===== src/verilog/dmsp_pkg.sv =====
// shared constants and types for the dual modem serial ports
package dmsp_pkg;

    // system clock and the documented bit rate range
    localparam int CLK_HZ = 125000000;
    localparam int RATE_115K = 115200;
    localparam int RATE_230K = 230400;
    localparam int RATE_460K = 460800;
    localparam int RATE_921K = 921600;

    // clocks per bit, rounded to nearest; 921600 gives 136 (+0.3 %)
    localparam int CYC_115K = (CLK_HZ + RATE_115K / 2) / RATE_115K;
    localparam int CYC_230K = (CLK_HZ + RATE_230K / 2) / RATE_230K;
    localparam int CYC_460K = (CLK_HZ + RATE_460K / 2) / RATE_460K;
    localparam int CYC_921K = (CLK_HZ + RATE_921K / 2) / RATE_921K;

    // rate select encodings
    localparam logic [1:0] SEL_115K = 2'h0;
    localparam logic [1:0] SEL_230K = 2'h1;
    localparam logic [1:0] SEL_460K = 2'h2;
    localparam logic [1:0] SEL_921K = 2'h3;

    // frame layout
    localparam int DATA_BITS = 8;
    localparam logic [2:0] LAST_BIT = 3'h7;
    localparam int CNT_W = 11;

    // reset values of line levels: idle high, controls negated high
    localparam logic LINE_IDLE = 1'h1;
    localparam logic CTRL_NEGATED = 1'h1;

    typedef enum logic [3:0] {
        TX_IDLE  = 4'h1,
        TX_START = 4'h2,
        TX_DATA  = 4'h4,
        TX_STOP  = 4'h8
    } dmsp_tx_state_type;

    typedef enum logic [3:0] {
        RX_IDLE  = 4'h1,
        RX_START = 4'h2,
        RX_DATA  = 4'h4,
        RX_STOP  = 4'h8
    } dmsp_rx_state_type;

    // modem status that the device side wants to show, active high
    typedef struct packed {
        logic set_ready;
        logic carrier_detect;
        logic ring_indicate;
    } dmsp_modem_type;

    // receive error pulses
    typedef struct packed {
        logic frame_error;
        logic overrun;
    } dmsp_rx_err_type;

endpackage


===== src/verilog/dmsp_top.sv =====
// two asynchronous serial ports acting as the modem side of the link
// How it works
// - port a has data in/out, request/clear to send and four modem lines.
// - on every line low means a zero bit or an asserted control.
// - the device takes data, request and terminal ready in, drives the rest.
// - port a receives on its serial input and sends on its serial output.
// - port a frames are 8 data bits, no parity, one stop bit.
// - port a runs at one fixed selected rate from 115200 to 921600 bps.
// - port a supports request/clear to send hardware flow control.
// - port b has only data in/out and the request/clear to send pair.
// - port b has no ring line nor any other modem line.
// - port b frames are 8 data bits, no parity, one or two stop bits.
// - port b runs at one fixed selected rate from 115200 to 921600 bps.
// - port b supports request/clear to send hardware flow control.
`timescale 1ns/100ps

// one serial engine: transmitter, receiver, flow control
module dmsp_uart (
    input wire logic clk,
    input wire logic rst_n,
    input wire logic [1:0] rate_sel,
    input wire logic two_stop,
    input wire logic serial_in,
    input wire logic request_to_send_in_n,
    output logic serial_out,
    output logic clear_to_send_out_n,
    input wire logic [7:0] tx_data,
    input wire logic tx_valid,
    output logic tx_ready,
    output logic [7:0] rx_data,
    output logic rx_valid,
    input wire logic rx_ready,
    output dmsp_pkg::dmsp_rx_err_type rx_err
);

    typedef struct packed {
        dmsp_pkg::dmsp_tx_state_type tx_st;
        logic [dmsp_pkg::CNT_W-1:0] tx_cnt;
        logic [2:0] tx_bit;
        logic tx_second;
        logic [7:0] tx_shift;
        logic tx_line;
        logic [1:0] rts_sync;
        logic [1:0] rx_sync;
        dmsp_pkg::dmsp_rx_state_type rx_st;
        logic [dmsp_pkg::CNT_W-1:0] rx_cnt;
        logic [2:0] rx_bit;
        logic [7:0] rx_shift;
        logic [7:0] rx_data;
        logic rx_full;
        logic cts_n;
        dmsp_pkg::dmsp_rx_err_type err;
    } dmsp_uart_state_type;
    dmsp_uart_state_type q;
    dmsp_uart_state_type d;
    logic [dmsp_pkg::CNT_W-1:0] last;
    // last count of a bit period; rate is fixed, no auto detection
    function automatic logic [dmsp_pkg::CNT_W-1:0] bit_last(
        input logic [1:0] sel);
        case (sel)
            dmsp_pkg::SEL_115K:
                bit_last = dmsp_pkg::CNT_W'(dmsp_pkg::CYC_115K - 1);
            dmsp_pkg::SEL_230K:
                bit_last = dmsp_pkg::CNT_W'(dmsp_pkg::CYC_230K - 1);
            dmsp_pkg::SEL_460K:
                bit_last = dmsp_pkg::CNT_W'(dmsp_pkg::CYC_460K - 1);
            default:
                bit_last = dmsp_pkg::CNT_W'(dmsp_pkg::CYC_921K - 1);
        endcase
    endfunction
    assign last = bit_last(rate_sel);
    // a new character is taken only while the far end asserts request
    assign tx_ready = (q.tx_st == dmsp_pkg::TX_IDLE) && !q.rts_sync[1];
    assign serial_out = q.tx_line;
    assign clear_to_send_out_n = q.cts_n;
    assign rx_data = q.rx_data;
    assign rx_valid = q.rx_full;
    assign rx_err = q.err;

    // next state of both engines
    always_comb begin
        d = q;
        d.rx_sync = {q.rx_sync[0], serial_in};
        d.rts_sync = {q.rts_sync[0], request_to_send_in_n};
        d.err = '0;

        // transmitter; a character in flight always completes
        case (q.tx_st)
            dmsp_pkg::TX_IDLE: begin
                d.tx_line = dmsp_pkg::LINE_IDLE;
                if (tx_valid && tx_ready) begin
                    d.tx_shift = tx_data;
                    d.tx_cnt = last;
                    d.tx_line = 1'h0; // start bit low
                    d.tx_st = dmsp_pkg::TX_START;
                end
            end
            dmsp_pkg::TX_START: begin
                if (q.tx_cnt == '0) begin
                    d.tx_cnt = last;
                    d.tx_line = q.tx_shift[0]; // lsb first
                    d.tx_bit = 3'h0;
                    d.tx_st = dmsp_pkg::TX_DATA;
                end else begin
                    d.tx_cnt = q.tx_cnt - 1'b1;
                end
            end
            dmsp_pkg::TX_DATA: begin
                if (q.tx_cnt == '0) begin
                    d.tx_cnt = last;
                    if (q.tx_bit == dmsp_pkg::LAST_BIT) begin
                        // no parity bit: straight into the stop bit
                        d.tx_line = dmsp_pkg::LINE_IDLE;
                        d.tx_second = two_stop;
                        d.tx_st = dmsp_pkg::TX_STOP;
                    end else begin
                        d.tx_shift = q.tx_shift >> 1;
                        d.tx_line = q.tx_shift[1];
                        d.tx_bit = q.tx_bit + 3'h1;
                    end
                end else begin
                    d.tx_cnt = q.tx_cnt - 1'b1;
                end
            end
            dmsp_pkg::TX_STOP: begin
                if (q.tx_cnt == '0) begin
                    if (q.tx_second) begin
                        d.tx_second = 1'h0; // second stop bit
                        d.tx_cnt = last;
                    end else begin
                        d.tx_st = dmsp_pkg::TX_IDLE;
                    end
                end else begin
                    d.tx_cnt = q.tx_cnt - 1'b1;
                end
            end
            default: d.tx_st = dmsp_pkg::TX_IDLE;
        endcase

        // user drains the holding register
        if (q.rx_full && rx_ready) begin
            d.rx_full = 1'h0;
        end

        // receiver samples each bit in its middle
        case (q.rx_st)
            dmsp_pkg::RX_IDLE: begin
                if (!q.rx_sync[1]) begin
                    d.rx_cnt = last >> 1;
                    d.rx_st = dmsp_pkg::RX_START;
                end
            end
            dmsp_pkg::RX_START: begin
                if (q.rx_cnt == '0) begin
                    // a glitch shorter than half a bit is not a start
                    if (q.rx_sync[1]) begin
                        d.rx_st = dmsp_pkg::RX_IDLE;
                    end else begin
                        d.rx_cnt = last;
                        d.rx_bit = 3'h0;
                        d.rx_st = dmsp_pkg::RX_DATA;
                    end
                end else begin
                    d.rx_cnt = q.rx_cnt - 1'b1;
                end
            end
            dmsp_pkg::RX_DATA: begin
                if (q.rx_cnt == '0) begin
                    d.rx_shift = {q.rx_sync[1], q.rx_shift[7:1]};
                    d.rx_cnt = last;
                    if (q.rx_bit == dmsp_pkg::LAST_BIT) begin
                        d.rx_st = dmsp_pkg::RX_STOP;
                    end else begin
                        d.rx_bit = q.rx_bit + 3'h1;
                    end
                end else begin
                    d.rx_cnt = q.rx_cnt - 1'b1;
                end
            end
            dmsp_pkg::RX_STOP: begin
                if (q.rx_cnt == '0) begin
                    // only the first stop is checked, so one or two pass
                    d.rx_st = dmsp_pkg::RX_IDLE;
                    if (!q.rx_sync[1]) begin
                        d.err.frame_error = 1'h1;
                    end else if (q.rx_full && !rx_ready) begin
                        d.err.overrun = 1'h1;
                    end else begin
                        d.rx_data = q.rx_shift;
                        d.rx_full = 1'h1; // load wins over the drain
                    end
                end else begin
                    d.rx_cnt = q.rx_cnt - 1'b1;
                end
            end
            default: d.rx_st = dmsp_pkg::RX_IDLE;
        endcase

        // clear to send negated while the holding register is occupied;
        // the shift register still gives one character of slack
        d.cts_n = d.rx_full;
    end

    // state register
    always_ff @(posedge clk or negedge rst_n) begin
        if (!rst_n) begin
            q <= '0;
            q.tx_st <= dmsp_pkg::TX_IDLE;
            q.rx_st <= dmsp_pkg::RX_IDLE;
            q.tx_line <= dmsp_pkg::LINE_IDLE;
            q.rts_sync <= {2{dmsp_pkg::CTRL_NEGATED}};
            q.rx_sync <= {2{dmsp_pkg::LINE_IDLE}};
            q.cts_n <= 1'h0;
        end else begin
            q <= d;
        end
    end

endmodule // dmsp_uart

// the two ports and the modem lines of port a
module dmsp_top (
    input wire logic clk,
    input wire logic resetn,
    input wire logic [1:0] port_a_rate_sel,
    input wire logic [1:0] port_b_rate_sel,
    input wire logic port_b_two_stop,
    input wire logic port_a_serial_in,
    output logic port_a_serial_out,
    input wire logic port_a_request_to_send_in_n,
    output logic port_a_clear_to_send_out_n,
    input wire logic port_a_terminal_ready_in_n,
    output logic port_a_set_ready_out_n,
    output logic port_a_carrier_detect_out_n,
    output logic port_a_ring_indicate_out_n,
    input wire logic port_b_serial_in,
    output logic port_b_serial_out,
    input wire logic port_b_request_to_send_in_n,
    output logic port_b_clear_to_send_out_n,
    input wire logic [7:0] port_a_tx_data,
    input wire logic port_a_tx_valid,
    output logic port_a_tx_ready,
    output logic [7:0] port_a_rx_data,
    output logic port_a_rx_valid,
    input wire logic port_a_rx_ready,
    output dmsp_pkg::dmsp_rx_err_type port_a_rx_err,
    input wire logic [7:0] port_b_tx_data,
    input wire logic port_b_tx_valid,
    output logic port_b_tx_ready,
    output logic [7:0] port_b_rx_data,
    output logic port_b_rx_valid,
    input wire logic port_b_rx_ready,
    output dmsp_pkg::dmsp_rx_err_type port_b_rx_err,
    input dmsp_pkg::dmsp_modem_type port_a_modem,
    output logic port_a_terminal_ready
);

    typedef struct packed {
        logic [1:0] dtr_sync;
        dmsp_pkg::dmsp_modem_type modem_n;
    } dmsp_top_state_type;
    dmsp_top_state_type q;
    dmsp_top_state_type d;
    logic [1:0] rst_sync_q;
    logic rst_n;

    // reset release synchroniser; kept apart since it runs on resetn
    always_ff @(posedge clk or negedge resetn) begin
        if (!resetn) begin
            rst_sync_q <= 2'h0;
        end else begin
            rst_sync_q <= {rst_sync_q[0], 1'h1};
        end
    end

    assign rst_n = rst_sync_q[1];

    // modem lines of port a, asserted low on the pins
    always_comb begin
        d = q;
        d.dtr_sync = {q.dtr_sync[0], port_a_terminal_ready_in_n};
        d.modem_n = ~port_a_modem;
    end

    always_ff @(posedge clk or negedge rst_n) begin
        if (!rst_n) begin
            q.dtr_sync <= {2{dmsp_pkg::CTRL_NEGATED}};
            q.modem_n <= {3{dmsp_pkg::CTRL_NEGATED}};
        end else begin
            q <= d;
        end
    end

    assign port_a_terminal_ready = !q.dtr_sync[1];
    assign port_a_set_ready_out_n = q.modem_n.set_ready;
    assign port_a_carrier_detect_out_n = q.modem_n.carrier_detect;
    assign port_a_ring_indicate_out_n = q.modem_n.ring_indicate;

    // port a: one stop bit only
    dmsp_uart u_port_a (
        .clk(clk),
        .rst_n(rst_n),
        .rate_sel(port_a_rate_sel),
        .two_stop(1'h0),
        .serial_in(port_a_serial_in),
        .request_to_send_in_n(port_a_request_to_send_in_n),
        .serial_out(port_a_serial_out),
        .clear_to_send_out_n(port_a_clear_to_send_out_n),
        .tx_data(port_a_tx_data),
        .tx_valid(port_a_tx_valid),
        .tx_ready(port_a_tx_ready),
        .rx_data(port_a_rx_data),
        .rx_valid(port_a_rx_valid),
        .rx_ready(port_a_rx_ready),
        .rx_err(port_a_rx_err)
    );

    // port b: four wires, no modem lines at all
    dmsp_uart u_port_b (
        .clk(clk),
        .rst_n(rst_n),
        .rate_sel(port_b_rate_sel),
        .two_stop(port_b_two_stop),
        .serial_in(port_b_serial_in),
        .request_to_send_in_n(port_b_request_to_send_in_n),
        .serial_out(port_b_serial_out),
        .clear_to_send_out_n(port_b_clear_to_send_out_n),
        .tx_data(port_b_tx_data),
        .tx_valid(port_b_tx_valid),
        .tx_ready(port_b_tx_ready),
        .rx_data(port_b_rx_data),
        .rx_valid(port_b_rx_valid),
        .rx_ready(port_b_rx_ready),
        .rx_err(port_b_rx_err)
    );

endmodule // dmsp_top


===== config.mk =====
export PLATFORM = sky130hd
export DESIGN_NAME = dmsp_top
export DESIGN_NICKNAME = d
export VERILOG_FILES = /design/src/verilog/dmsp_pkg.sv /design/src/verilog/dmsp_top.sv
export SDC_FILE = /design/constraint.sdc
export NUM_CORES = 1
export LEC_CHECK = 0
export ABC_AREA = 0
export ABC_CLOCK_PERIOD_IN_PS = 5950
export BUFFER_PORTS_ARGS = -buffer_cell sky130_fd_sc_hd__buf_4
export CORE_MARGIN = 1
export CORE_UTILIZATION = 24
export DETAILED_ROUTE_END_ITERATION = 8
export PLACE_DENSITY = 0.49
export SYNTH_ARGS = -nofsm -noshare
export SYNTH_HDL_FRONTEND = slang
export SYNTH_SLANG_ARGS = --single-unit
export TNS_END_PERCENT = 20

===== constraint.sdc =====
create_clock -name clk -period 5.95 [get_ports clk]
set_input_delay 1.19 -clock clk [delete_from_list [all_inputs] [get_ports clk]]
set_output_delay 1.19 -clock clk [all_outputs]
set_load 0.02 [all_outputs]

# --- After elaboration in Yosys (flattened, before gate mapping) ---
# Index checks and enable logic that the tools add are counted.
op_classes:
  shifts: 0
  bitwise_logic: 3
  n_div: 0
  muxes: 102
  n_lt_le_gt_ge: 0
  multipliers: 0
  addsub: 8
  reduce_logical: 57
  eq_ne: 58
ops:
  columns: ["operator", "count"]
  rows:
  - ["$mux 11", 14]
  - ["$pmux 11 s3", 4]
  - ["$pmux 11 s4", 2]
  - ["$mux 4", 18]
  - ["$pmux 4 s4", 4]
  - ["$mux 15", 4]
  - ["$logic_not 11->1", 4]
  - ["$sub 11x1->11 const B", 4]
  - ["$reduce_and 4->1", 10]
  - ["$ne 2x1->1 const B", 16]
  - ["$pmux 8 s2", 2]
  - ["$mux 3", 10]
  - ["$mux 14", 2]
  - ["$ne 2x2->1 const B", 14]
  - ["$mux 13", 2]
  - ["$mux 1", 24]
  - ["$pmux 3 s2", 4]
  - ["$reduce_and 5->1", 4]
  - ["$mux 9", 2]
  - ["$eq 4x1->1 const B", 4]
  - ["$eq 4x2->1 const B", 4]
  - ["$eq 4x3->1 const B", 4]
  - ["$eq 4x4->1 const B", 4]
  - ["$mux 8", 2]
  - ["21 further kinds", 66]
totals:
  ff_bits: 145
  rom_bits: 0
  inputBits: 35
  output_inout_bits: 32
  latchBits: 0
  mem_count: 0
  elab_cells: 265
  ramBits: 0

# --- Depth between registers and ports, before layout ---
# Gate-level depths: netlist of run 1.
logic_depth:
  word_depth: 6
  ltp_mapped: 10
  ltp_nobuf: 8

# --- By module ---
# From an unflattened synthesis of run 1, not the netlist that was laid out.
unflattened:
  hier_cells: 765
  hier_area_um2: 7728.7
by_module_without_submodules:
  columns: ["module", "area_per_inst_um2", "cells_per_inst", "seq_area_each_um2", "n_inst"]
  rows:
  - ["dmsp_uart at u_port_b", 3763.6, 381, 1735.4, 1]
  - ["dmsp_uart at u_port_a", 3761.1, 371, 1735.4, 1]
  - ["dmsp_top", 203.9, 13, 181.4, 1]

# --- Worst setup path after synthesis of run 1 ---
# OpenSTA, ideal clock, no wires.
synth_timing:
  kind: "flip-flop to output port"
  startpoint: "register u_port_b.q[66] (netlist bit)"
  endpoint: "output port_b_tx_ready"
  slack_ps: 3097
  required_ps: 4760
  arrival_time_ps: 1663
  n_path_buf: 1
  stages_incl_launch_ff: 4
  cell_sequence: "dfstp_2 -> clkbuf_1 -> or4b_2 -> nor2_1"
synth_between:
  elab_chain_cells: 2
synth_rtl:
  columns: ["item", "line_no", "source"]
  rows:
  - ["start: declaration", "dmsp_top.sv:54", "dmsp_uart_state_type q;"]
  - ["$eq 4x1->1", "dmsp_top.sv:73", "assign tx_ready = (q.tx_st == dmsp_pkg::TX_IDLE) && !q.rts_sync[1];"]
  - ["$logic_and 1x1->1", "dmsp_top.sv:73", null]
  - ["end: declaration", "dmsp_top.sv:249", "output logic port_b_tx_ready,"]
# Every way passes these cells.

# --- Worst setup path in the final report of run 1 ---
layout_timing:
  startpoint: "register u_port_a.q[23] (netlist bit)"
  endpoint: "register u_port_a.q, in the netlist u_port_a.rx_data[7]"
layout_between:
  elab_chain_cells: 2
layout_rtl:
  columns: ["item", "line_no", "source"]
  rows:
  - ["start: declaration", "dmsp_top.sv:54", null]
  - ["$logic_not 11->1", "dmsp_top.sv:181", "if (q.rx_cnt == '0) begin"]
  - ["$reduce_and 4->1 (no line)", null, null]
# Every way passes these cells.
# A chain may end at the register's enable or synchronous reset.

==> summary.txt, run 1 <==
Placement
  • Port-buffer cells: 66
  • Dpl hpwl: ~13 mm
  • Placed Instance Area: about 8500 sq um
  • Placed Instances: about 1200
  • Routability cong.: 0.814

Global route
  • Initial antenna violation count: 0
  • GR Overflow Total: 0
  • First-pass GRT wire length: 31.0 mm
  • All-Layer GR Usage: 0.116
  • Vias in the first global route: 5931
  • Pin count of the biggest net entering global routing: 70

STA
  • WHS: about 350 ps
  • Final Hold Fails: 0
  • Slew Viols, Final: 0
  • Fin Setup TNS: 0 ps
  • Setup repair after global routing missed its margin: false
  • Setup violators final: 0
  • Fin crit share: 0.587
  • Worst-Margin Slew: a little over 1000 ps
  • Max Fclk: around 290 MHz
  • Clock Skew: 19.4 ps
  • Final min period: 3490 ps
  • Slew HR: 0.315

Clock tree
  • Post-CTS setup buffer count: 0
  • Hold-fix buffers, CTS: 0
  • Skew-Pair Late Insertion Delay: 430 ps
  • CTS buffer count: 17
  • Clock Path Buffers: 2
  • H-Tree Depth: 4
  • Clock sink total: 144
  • CTS tree: built
  • Post_cts resized: 0
  • CTS clock-pin slew for the worst setup and hold paths: 80 ps
  • Clock root cell: clkbuf_16

Power
  • Power density cells: 369 nW/um^2
  • Leak: 4.04 nW
  • Tot Pwr: between 3 and 4 mW
  • Largest vdd supply drop: 0.192 mV

Yosys
  • Area leader, netlist: dfrtp_1
  • Async set-reset flop share out of synthesis: 1.00
  • Post-synth cell types: 80
  • Number of synthesized flops with an enable pin: 0
  • Synth warn: 0
  • Post-Syn Area: 7820 sq um
  • Synth Flop Type: dfrtp_1
  • Synth cell count leaders: 125 x dfrtp_1, 57 x nand2_1, 47 x nor2_1, 47 x o21ai_0, 39 x inv_1
  • Syn_nets: 844
  • Post-Synthesis Cells: 795
  • Top cells by area, synth: dfrtp_1 40%, dfstp_2 6.4%, mux2_2 5.2%
  • Seq/Total Area, Yosys: 0.464
  • Synth top area share: 0.400
  • Count leader, synth: dfrtp_1
  • Syn avg cell area: 9.83 sq um
  • Number of synthesized register bits: 144

Worst setup path
  • CP Launch Point: u_port_a.q[23]
  • CP top delay family: simple AND/OR/NAND/NOR gates
  • Crit path DAT: 3810 ps
  • CP max stage delay: 670 ps
  • WP buf/inv: 1
  • Required @ worst endpoint: between 6000 and 7000 ps
  • Max FO, Critical Path: 11
  • Crit. End Element: flop
  • Crit path max-delay cell type: nor2b_1
  • Crit path kind: reg -> reg
  • CP Launch Type: flop
  • RR Startpoint: u_port_a.q[23]
  • CP Cell Sequence: inv_1 -> ha_1 -> nor4b_1 -> nand3_1 -> or3_1 -> nor2b_1 -> mux2_2

Floorplan
  • Die ar.: 33300 sq um
  • Die Height: 182 microns
  • Total core area: 31800 sq um
  • Die Wd: ~180 microns
  • I/O pin cnt: 67
  • Initial Utilization: 0.246
  • Row count: 65

Final layout
  • Ant. Diodes: 0
  • Cell Count, Final, Fillers Out: between 1000 and 1500
  • Fin area: 9150 sq um
  • Layout Nets: 870
  • P&R area growth vs syn: 17.0%
  • Share of post-route cells with drive strength above 1: 0.230
  • Fillers: 3324

Route
  • Detailed Routing Iterations Pass 1: 5
  • Initial DRC Count: 512
  • Antenna viol nets, final: 0
  • Drt total wl: around 19 mm
  • Avg Vias per Cell: approximately 4.8
  • DRC viols: 0
  • DR WL/cell: 14.7 microns
  • DR vias: 6149

Run status
  • Status: complete, no violations

Run
  • Max capacitance violation total: 0

Hold path
  • Worst hold-check path type: reg -> async
-- cell type report --
type / count / area [sq um] / share of cell area
well taps: 435 / 544 / 0.0595
clock inverters: 15 / 189 / 0.0207
inverters: 40 / 151 / 0.0166
flip-flops and latches: 144 / 3630 / 0.397
clock buffers: 17 / 425 / 0.0465
multi-input cells: 545 / 3660 / 0.400
repair buffers: 73 / 548 / 0.0599
-- state kept, by name, summed over array words and instances, names as in the netlist --
name	flops
u_port_b.q	55
u_port_a.q	54
u_port_a.rx_data	8
u_port_b.rx_data	8
rst_sync_q	2
u_port_a.d	2
u_port_a.rx_err	2
u_port_b.d	2
u_port_b.rx_err	2
d	1
port_a_carrier_detect_out_n	1
port_a_ring_indicate_out_n	1
port_a_set_ready_out_n	1
q	1
u_port_a.rx_valid	1
u_port_a.serial_out	1
u_port_b.rx_valid	1
u_port_b.serial_out	1
-- path summary, 6_finish.rpt --
check | slack [ps] | cells after the start | endpoint
setup / recovery | 2460 | 7 | u_port_a.rx_data[7]
hold / removal | 350 | 0 | u_port_a.q[22]
setup reg to reg | 2460 | 7 | u_port_a.rx_data[7]
hold reg to reg | 350 | 0 | u_port_a.q[22]
max in group asynchronous | 4230 | 1 | u_port_b.q[19]
min in group clk | 360 | 0 | u_port_a.q[39]
-- logic make-up after synthesis --
group	after synthesis	share of synthesized area
xor+xnor	8	0.00896
compound gates	220	0.195
fa+ha+maj	14	0.0224
other cells	1	0.000480
simple gates	256	0.176
mux	46	0.0650
buf+inv	106	0.0682
flops	144	0.464
-- metrics by stage --
step / setup WS, ps / util
global route: 2180 / 0.288
CTS: 2500 / 0.288
floorplan: 1670 / -
global placement: 2610 / 0.268
finish: 2460 / 0.288
detailed placement: 2530 / 0.268
-- power by group --
group | internal [mW] | total [mW] | switching [mW]
Sequential | 1.17 | 1.39 | 0.217
Combinational | 0.340 | 0.850 | 0.510
Clock | 0.641 | 1.14 | 0.495
Total | 2.15 | 3.37 | 1.22
-- layer usage --
| metal | global-route usage | part of all wire |
|---|---|---|
| met2 | 0.182 | 0.47 |
| met1 | 0.155 | 0.48 |
| met5 | 0 | 0 |
| met3 | 0.0259 | 0.031 |
| met4 | 0.0387 | 0.011 |
-- cell usage in the layout (no fill, tap or decap), drive strengths merged, types with 5 or more instances in the layout --
cell type  instances
or4                9
nor4              15
xor2               5
inv               48
o31ai             13
or2                6
a21oi             29
and3               6
nor2b             11
clkbuf            17
o22ai             10
nor2              49
nor3              35
nand2             58
o21ai             53
dfstp             19
or3               10
nand2b            10
a22oi             20
a211oi             5
buf               73
mux2              38
dfrtp            125
or4b               9
a31oi             17
nand3             20
mux2i              8
a22o              17
ha                14
o211ai            10
Power figures use the tool's default switching activity.
==> run 2: changes to the inputs <==
--- a/config.mk
+++ b/config.mk
@@ -5,13 +5,13 @@
 export SDC_FILE = /design/constraint.sdc
 export NUM_CORES = 1
 export LEC_CHECK = 0
-export ABC_AREA = 0
-export ABC_CLOCK_PERIOD_IN_PS = 5950
+export ABC_AREA = 1
+export ABC_CLOCK_PERIOD_IN_PS = 2870
 export BUFFER_PORTS_ARGS = -buffer_cell sky130_fd_sc_hd__buf_4
 export CORE_MARGIN = 1
 export CORE_UTILIZATION = 24
 export DETAILED_ROUTE_END_ITERATION = 8
-export PLACE_DENSITY = 0.49
+export PLACE_DENSITY = 0.5
 export SYNTH_ARGS = -nofsm -noshare
 export SYNTH_HDL_FRONTEND = slang
 export SYNTH_SLANG_ARGS = --single-unit
==> constraint.sdc (replaced) <==
create_clock -name clk -period 2.87 [get_ports clk]
set_input_delay 0.574 -clock clk [delete_from_list [all_inputs] [get_ports clk]]
set_output_delay 0.574 -clock clk [all_outputs]
set_load 0.02 [all_outputs]
==> summary.txt, run 2 <==
Run status
  • Status: complete, no violations

Worst setup path
  • R2r worst-path depth: 10
  • RR Startpoint: u_port_b.q[23]
  • Crit path kind: reg -> out
  • Required @ worst endpoint: 2300 ps
  • RR Endpoint: u_port_b.q[29]
  • R2R Setup Slk: 850 ps
  • Crit. End Element: output pin
  • Max FO, Critical Path: 4
  • CP Cell Sequence: nor2_1 -> nand3_1 -> nor2_1 -> buf_4
  • CP max stage delay: between 300 and 400 ps
  • Crit path max-delay cell type: dfrtp_1
  • WP buf/inv: 1
  • Crit path DAT: about 1500 ps
  • CP top delay family: simple AND/OR/NAND/NOR gates
  • Most frequent CP cell: nor2_1
  • CP Launch Type: flop

Clock tree
  • CTS buffer count: 17
  • Clock sink total: roughly 140
  • Post-CTS setup buffer count: 0
  • Clock root cell: clkbuf_16
  • CTS clock-pin slew for the worst setup and hold paths: 70 ps
  • Clock Path Buffers: 2
  • Skew-Pair Late Insertion Delay: ~420 ps
  • H-Tree Depth: 4
  • CTS tree: built

Global route
  • Initial antenna violation count: 0
  • First-pass GRT wire length: 32.9 mm
  • GR Overflow Total: 0
  • Top Usage Layer GRT: met2
  • Met3 usage: 0.0250
  • All-Layer GR Usage: 0.114
  • Grt met1 use: 0.158
  • Pin count of the biggest net entering global routing: 74
  • Met2 GRT Util: 0.175
  • Vias in the first global route: 6708

Floorplan
  • Die Wd: 189 microns
  • Row count: 67
  • Initial Utilization: 0.247
  • Total core area: between 30000 and 40000 sq um
  • I/O pin cnt: 67
  • Die Height: between 150 and 200 microns
  • Die ar.: 35600 sq um

STA
  • Setup repair after global routing missed its margin: false
  • Slew Viols, Final: 0
  • Max Fclk: 481 MHz
  • Clock Skew: ~11 ps
  • Final Hold Fails: 0
  • Slew HR: 0.630
  • Fin Setup TNS: 0 ps
  • Final min period: approximately 2100 ps
  • Fin crit share: 0.724
  • Setup violators final: 0
  • Worst-Margin Slew: 551 ps

Yosys
  • Post-synth cell types: 43
  • Number of synthesized register bits: 144
  • Synth Flop Type: dfrtp_1
  • Number of synthesized flops with an enable pin: 0
  • Top cells by area, synth: dfrtp_1 37%, nand2_1 15%, dfstp_2 6.0%
  • Synth warn: 0
  • Syn avg cell area: between 7 and 8 sq um
  • Area leader, netlist: dfrtp_1
  • Post-Syn Area: 8360 sq um
  • Async set-reset flop share out of synthesis: 1.00
  • Count leader, synth: nand2_1
  • Syn_nets: 1130
  • Synth cell count leaders: 344 x nand2_1, 125 x dfrtp_1, 111 x inv_1, 97 x nor2_1, 71 x nand3_1
  • Seq/Total Area, Yosys: 0.434
  • Post-Synthesis Cells: 1081
  • Synth top area share: 0.374

Route
  • Antenna viol nets, final: 0
  • Detailed Routing Iterations Pass 1: 5
  • DR WL/cell: 11.9 microns
  • DRC viols: 0
  • DR vias: 6807
  • Drt total wl: 19.0 mm
  • Avg Vias per Cell: approximately 4.3
  • Initial DRC Count: 345

Placement
  • Routability cong.: between 0.8 and 0.9
  • Dpl hpwl: 13.8 mm
  • Port-buffer cells: 66

Final layout
  • Area of the multi-input gates: 3940 sq um
  • Largest register FFs: 55
  • Layout Utilization: 0.290
  • Storage element area: 3630 sq um
  • Most frequent cells in the layout: 344 x nand2_1, 124 x dfrtp_1, 111 x inv_1
  • Regs by FF count: u_port_b.q (55), u_port_a.q (54)
  • Biggest register: u_port_b.q
  • Most common cell after layout, fill and taps aside: nand2_1
  • Layout Nets: 1181
  • Ant. Diodes: 0
  • Fillers: about 3700
  • P&R area growth vs syn: 17.7%
  • Share of post-route cells with drive strength above 1: 0.209

Power
  • Tot Pwr: 9.38 mW
  • Power density cells: 954 nW/um^2
  • Largest vdd supply drop: between 0.3 and 0.4 mV
  • Leak: 4.87 nW

Hold path
  • Hold Path End: u_port_b.d[39]
  • Worst hold-check path type: in -> reg
  • Hold Crit Depth: 1
  • Hold Startpoint: port_b_serial_in

Run
  • Max capacitance violation total: 0
-- run 2: cell types whose count changed in the layout (fill, tap and decap cells not counted), moves of 15 or more --
cell / change
nor2_1: +50
nor3_1: -30
mux2_2: -36
o21ai_1: +25
nand3_1: +51
nand2_2: +21
a21oi_1: -19
o21ai_2: +29
a22oi_1: -15
a22o_1: -17
inv_2: +18
a31oi_1: -17
nand2_1: +287
inv_1: +72
-- run 2: stage by stage --
| step | hold slack (ps) | instance area [sq um] | setup slack [ps] | cells |
|---|---|---|---|---|
| 6_report | 252 | 9840 | 793 | 1593 |
| 5_1_grt | 224 | 9840 | 651 | 1593 |
| 4_1_cts | 220 | 9840 | 740 | 1593 |
| 3_5_place_dp | 304 | 9150 | 873 | 1560 |
| 3_3_place_gp | 301 | 9150 | 938 | 1560 |
| 2_1_floorplan | 278 | 8360 | 498 | 1081 |
-- run 2: kinds of logic after synthesis --
logic type	count (synthesis)	synth area share
buffers and inverters	169	0.0950
XOR/XNOR	13	0.0136
other	1	0.000449
flip-flops	144	0.434
AND/OR/NAND/NOR	593	0.325
adder cells (fa/ha/maj)	14	0.0210
AO/OA/AOI/OAI	147	0.111
-- run 2: timing repair --
item	in CTS	in global routing
setup endpoints to repair	0	0
hold buffers	1	0
endpoints found under the hold margin	2	0
gates resized for setup	0	0
-- run 2: how the worst max path moves through the flow --
| stage | start | endpoint | slack [ps] | depth (start not counted) |
|---|---|---|---|---|
| final | u_port_b.q[69] | port_b_tx_ready | 790 | 4 |
| after CTS | u_port_b.q[69] | port_b_tx_ready | 740 | 4 |
| after floorplan | rst_sync_q[1] | u_port_a.q[12] | 500 | 0 |
| after detailed placement | u_port_b.q[23] | u_port_b.q[29] | 870 | 10 |
| after global routing | u_port_b.q[68] | port_b_tx_ready | 650 | 4 |
| after global placement | u_port_b.q[23] | u_port_b.q[25] | 940 | 10 |
-- run 2: final cells by class --
cell class / count / share of cell area
Multi-Input combinational cell: 768 / 0.400
Sequential cell: 144 / 0.369
Tap cell: 448 / 0.0570
Timing Repair Buffer: 69 / 0.0542
Inverter: 132 / 0.0506
Clock buffer: 19 / 0.0450
Clock inverter: 13 / 0.0238
-- run 2: power by group --
group | switching (mW) | total [mW] | internal [mW]
combinational | 2.55 | 3.76 | 1.22
sequential | 0.462 | 3.05 | 2.59
clock | 0.914 | 2.57 | 1.66
-- run 2: per-layer routing --
metal / routed length, microns / share of wire
met4: 235 / 0.012
met2: 8530 / 0.45
met1: 9500 / 0.50
met3: 734 / 0.039
met5: 0 / 0
==> run 3: changes to the inputs <==
--- a/config.mk
+++ b/config.mk
@@ -6,12 +6,12 @@
 export NUM_CORES = 1
 export LEC_CHECK = 0
 export ABC_AREA = 1
-export ABC_CLOCK_PERIOD_IN_PS = 2870
+export ABC_CLOCK_PERIOD_IN_PS = 2000
 export BUFFER_PORTS_ARGS = -buffer_cell sky130_fd_sc_hd__buf_4
 export CORE_MARGIN = 1
 export CORE_UTILIZATION = 24
 export DETAILED_ROUTE_END_ITERATION = 8
-export PLACE_DENSITY = 0.5
+export PLACE_DENSITY = 0.49
 export SYNTH_ARGS = -nofsm -noshare
 export SYNTH_HDL_FRONTEND = slang
 export SYNTH_SLANG_ARGS = --single-unit
==> constraint.sdc (replaced) <==
create_clock -name clk -period 2 [get_ports clk]
set_input_delay 0.4 -clock clk [delete_from_list [all_inputs] [get_ports clk]]
set_output_delay 0.4 -clock clk [all_outputs]
set_load 0.02 [all_outputs]
==> summary.txt, run 3 (synthesis results as in run 2) <==
Run status
  • Status: complete, no violations

Placement
  • Dpl hpwl: between 10 and 15 mm
  • Place WS: 151 ps
  • Placed Instances: around 1600
  • Port-buffer cells: 66
  • Placed Instance Area: 9320 sq um
  • Routability cong.: 0.877

STA
  • Fin crit share: 0.929
  • Setup ws final: 142 ps
  • Slew Viols, Final: 0
  • Clock Skew: 9.73 ps
  • Max Fclk: 538 MHz
  • WHS: 61.8 ps
  • Setup violators final: 0
  • Final min period: 1860 ps
  • Final Hold Fails: 0

Global route
  • All-Layer GR Usage: 0.112
  • Initial antenna violation count: 0
  • GR Overflow Total: 0
  • Vias in the first global route: about 6600
  • First-pass GRT wire length: 32.1 mm
  • Pin count of the biggest net entering global routing: 34

Final layout
  • P&R area growth vs syn: 19.1%
  • Regs by FF count: u_port_b.q (55), u_port_a.q (54)
  • Share of post-route cells with drive strength above 1: 0.220
  • Ant. Diodes: 0
  • Fillers: approximately 3700
  • Storage element area: approximately 3600 sq um
  • Most common cell after layout, fill and taps aside: nand2_1
  • Fin area: about 10000 sq um
  • Biggest register: u_port_b.q
  • Largest register FFs: 55
  • Layout Nets: roughly 1200
  • Cell Count, Final, Fillers Out: 1611
  • Most frequent cells in the layout: 344 x nand2_1, 124 x dfrtp_1, 111 x inv_1
  • Layout Utilization: 0.294
  • Area of the multi-input gates: 3960 sq um

Worst setup path
  • Crit path kind: reg -> out
  • CP Launch Type: flop
  • Crit path DAT: 1460 ps
  • Crit. End Element: output pin
  • Max FO, Critical Path: 4
  • Required @ worst endpoint: around 1600 ps

Clock tree
  • CTS buffer count: 17
  • H-Tree Depth: 4
  • Clock sink total: approximately 140
  • CTS tree: built
  • Clock Path Buffers: 2
  • CTS clock-pin slew for the worst setup and hold paths: around 60 ps
  • Post-CTS setup buffer count: 0
  • Skew-Pair Late Insertion Delay: 440 ps
  • Clock root cell: clkbuf_16

Floorplan
  • Initial Utilization: 0.247
  • Total core area: between 30000 and 40000 sq um
  • Die Wd: around 190 microns
  • I/O pin cnt: between 60 and 70
  • Die Height: 189 microns
  • Die ar.: 35600 sq um
  • Row count: 67

Route
  • Detailed Routing Iterations Pass 1: 5
  • DR vias: 6785
  • Avg Vias per Cell: roughly 4.2
  • DRC viols: 0
  • Drt total wl: 18.5 mm
  • DR WL/cell: roughly 11 microns
  • Initial DRC Count: 363
  • Antenna viol nets, final: 0

Power
  • Leak: 4.95 nW
  • Power density cells: 1340 nW/um^2
  • Largest vdd supply drop: 0.584 mV

Run
  • Max capacitance violation total: 0

Hold path
  • Worst hold-check path type: in -> reg
run 3: changes by cell type in the layout (fill, tap and decap cells not counted), sizes merged:
cell	before	now
clkinv	5	7
buf	68	86
bufinv	6	3
inv	131	130
clkinvlp	3	1
clkbuf	19	23
run 3: critical path: stages, from the launching register on:
cell     delay [ps]
dfrtp_1         460
nor2_4          150
nand3_2         140
nor2_4          130
buf_4           150
run 3: report_power, final:
group / switching, mW / internal (mW) / leakage (nW)
clock network: 1.29 / 2.03 / 0.291
logic: 3.68 / 1.94 / 2.88
registers: 0.656 / 3.71 / 1.78
total: 5.62 / 7.68 / 4.95
run 3: final cells by class:
class | count | area share
inverter | 132 | 0.0500
sequential | 144 | 0.365
clock buffer | 23 | 0.0470
tap | 448 | 0.0563
timing repair buffer | 87 | 0.0708
multi-input combinational | 768 | 0.398
clock inverter | 9 | 0.0134
run 3: per-stage QoR:
| step | power [mW] | setup TNS, ps |
|---|---|---|
| after floorplan | 8.82 | 0 |
| after global placement | 10.0 | 0 |
| after detailed placement | 10.0 | 0 |
| after CTS | 13.5 | 0 |
| after global routing | 14.5 | -11.4 |
| final | 13.3 | 0 |
run 3: routing by layer:
metal	routed length, microns	GRT usage
met5	0	0
met4	246	0.0394
met3	596	0.0279
met2	8190	0.170
met1	9480	0.152
run 3: worst paths after layout:
kind	startpoint	endpoint	slack (ps)	cells after the start
worst max-delay path	u_port_a.q[68]	port_a_tx_ready	140	4
worst min-delay path	port_a_modem[2]	port_a_set_ready_out_n	60	2
worst max register to register	u_port_b.q[55]	u_port_b.q[55]	200	11
worst min register to register	rst_sync_q[1]	u_port_a.q[53]	270	0
max in group asynchronous	rst_sync_q[1]	u_port_b.d[41]	1070	1
min in group asynchronous	resetn	rst_sync_q[1]	270	2
run 3: repair_timing:
| item | in CTS | in global routing |
|---|---|---|
| hold buffers | 1 | 0 |
| hold endpoints to repair | 2 | 0 |
| gates resized for setup | 0 | 5 |
| setup endpoints to repair | 0 | 15 |
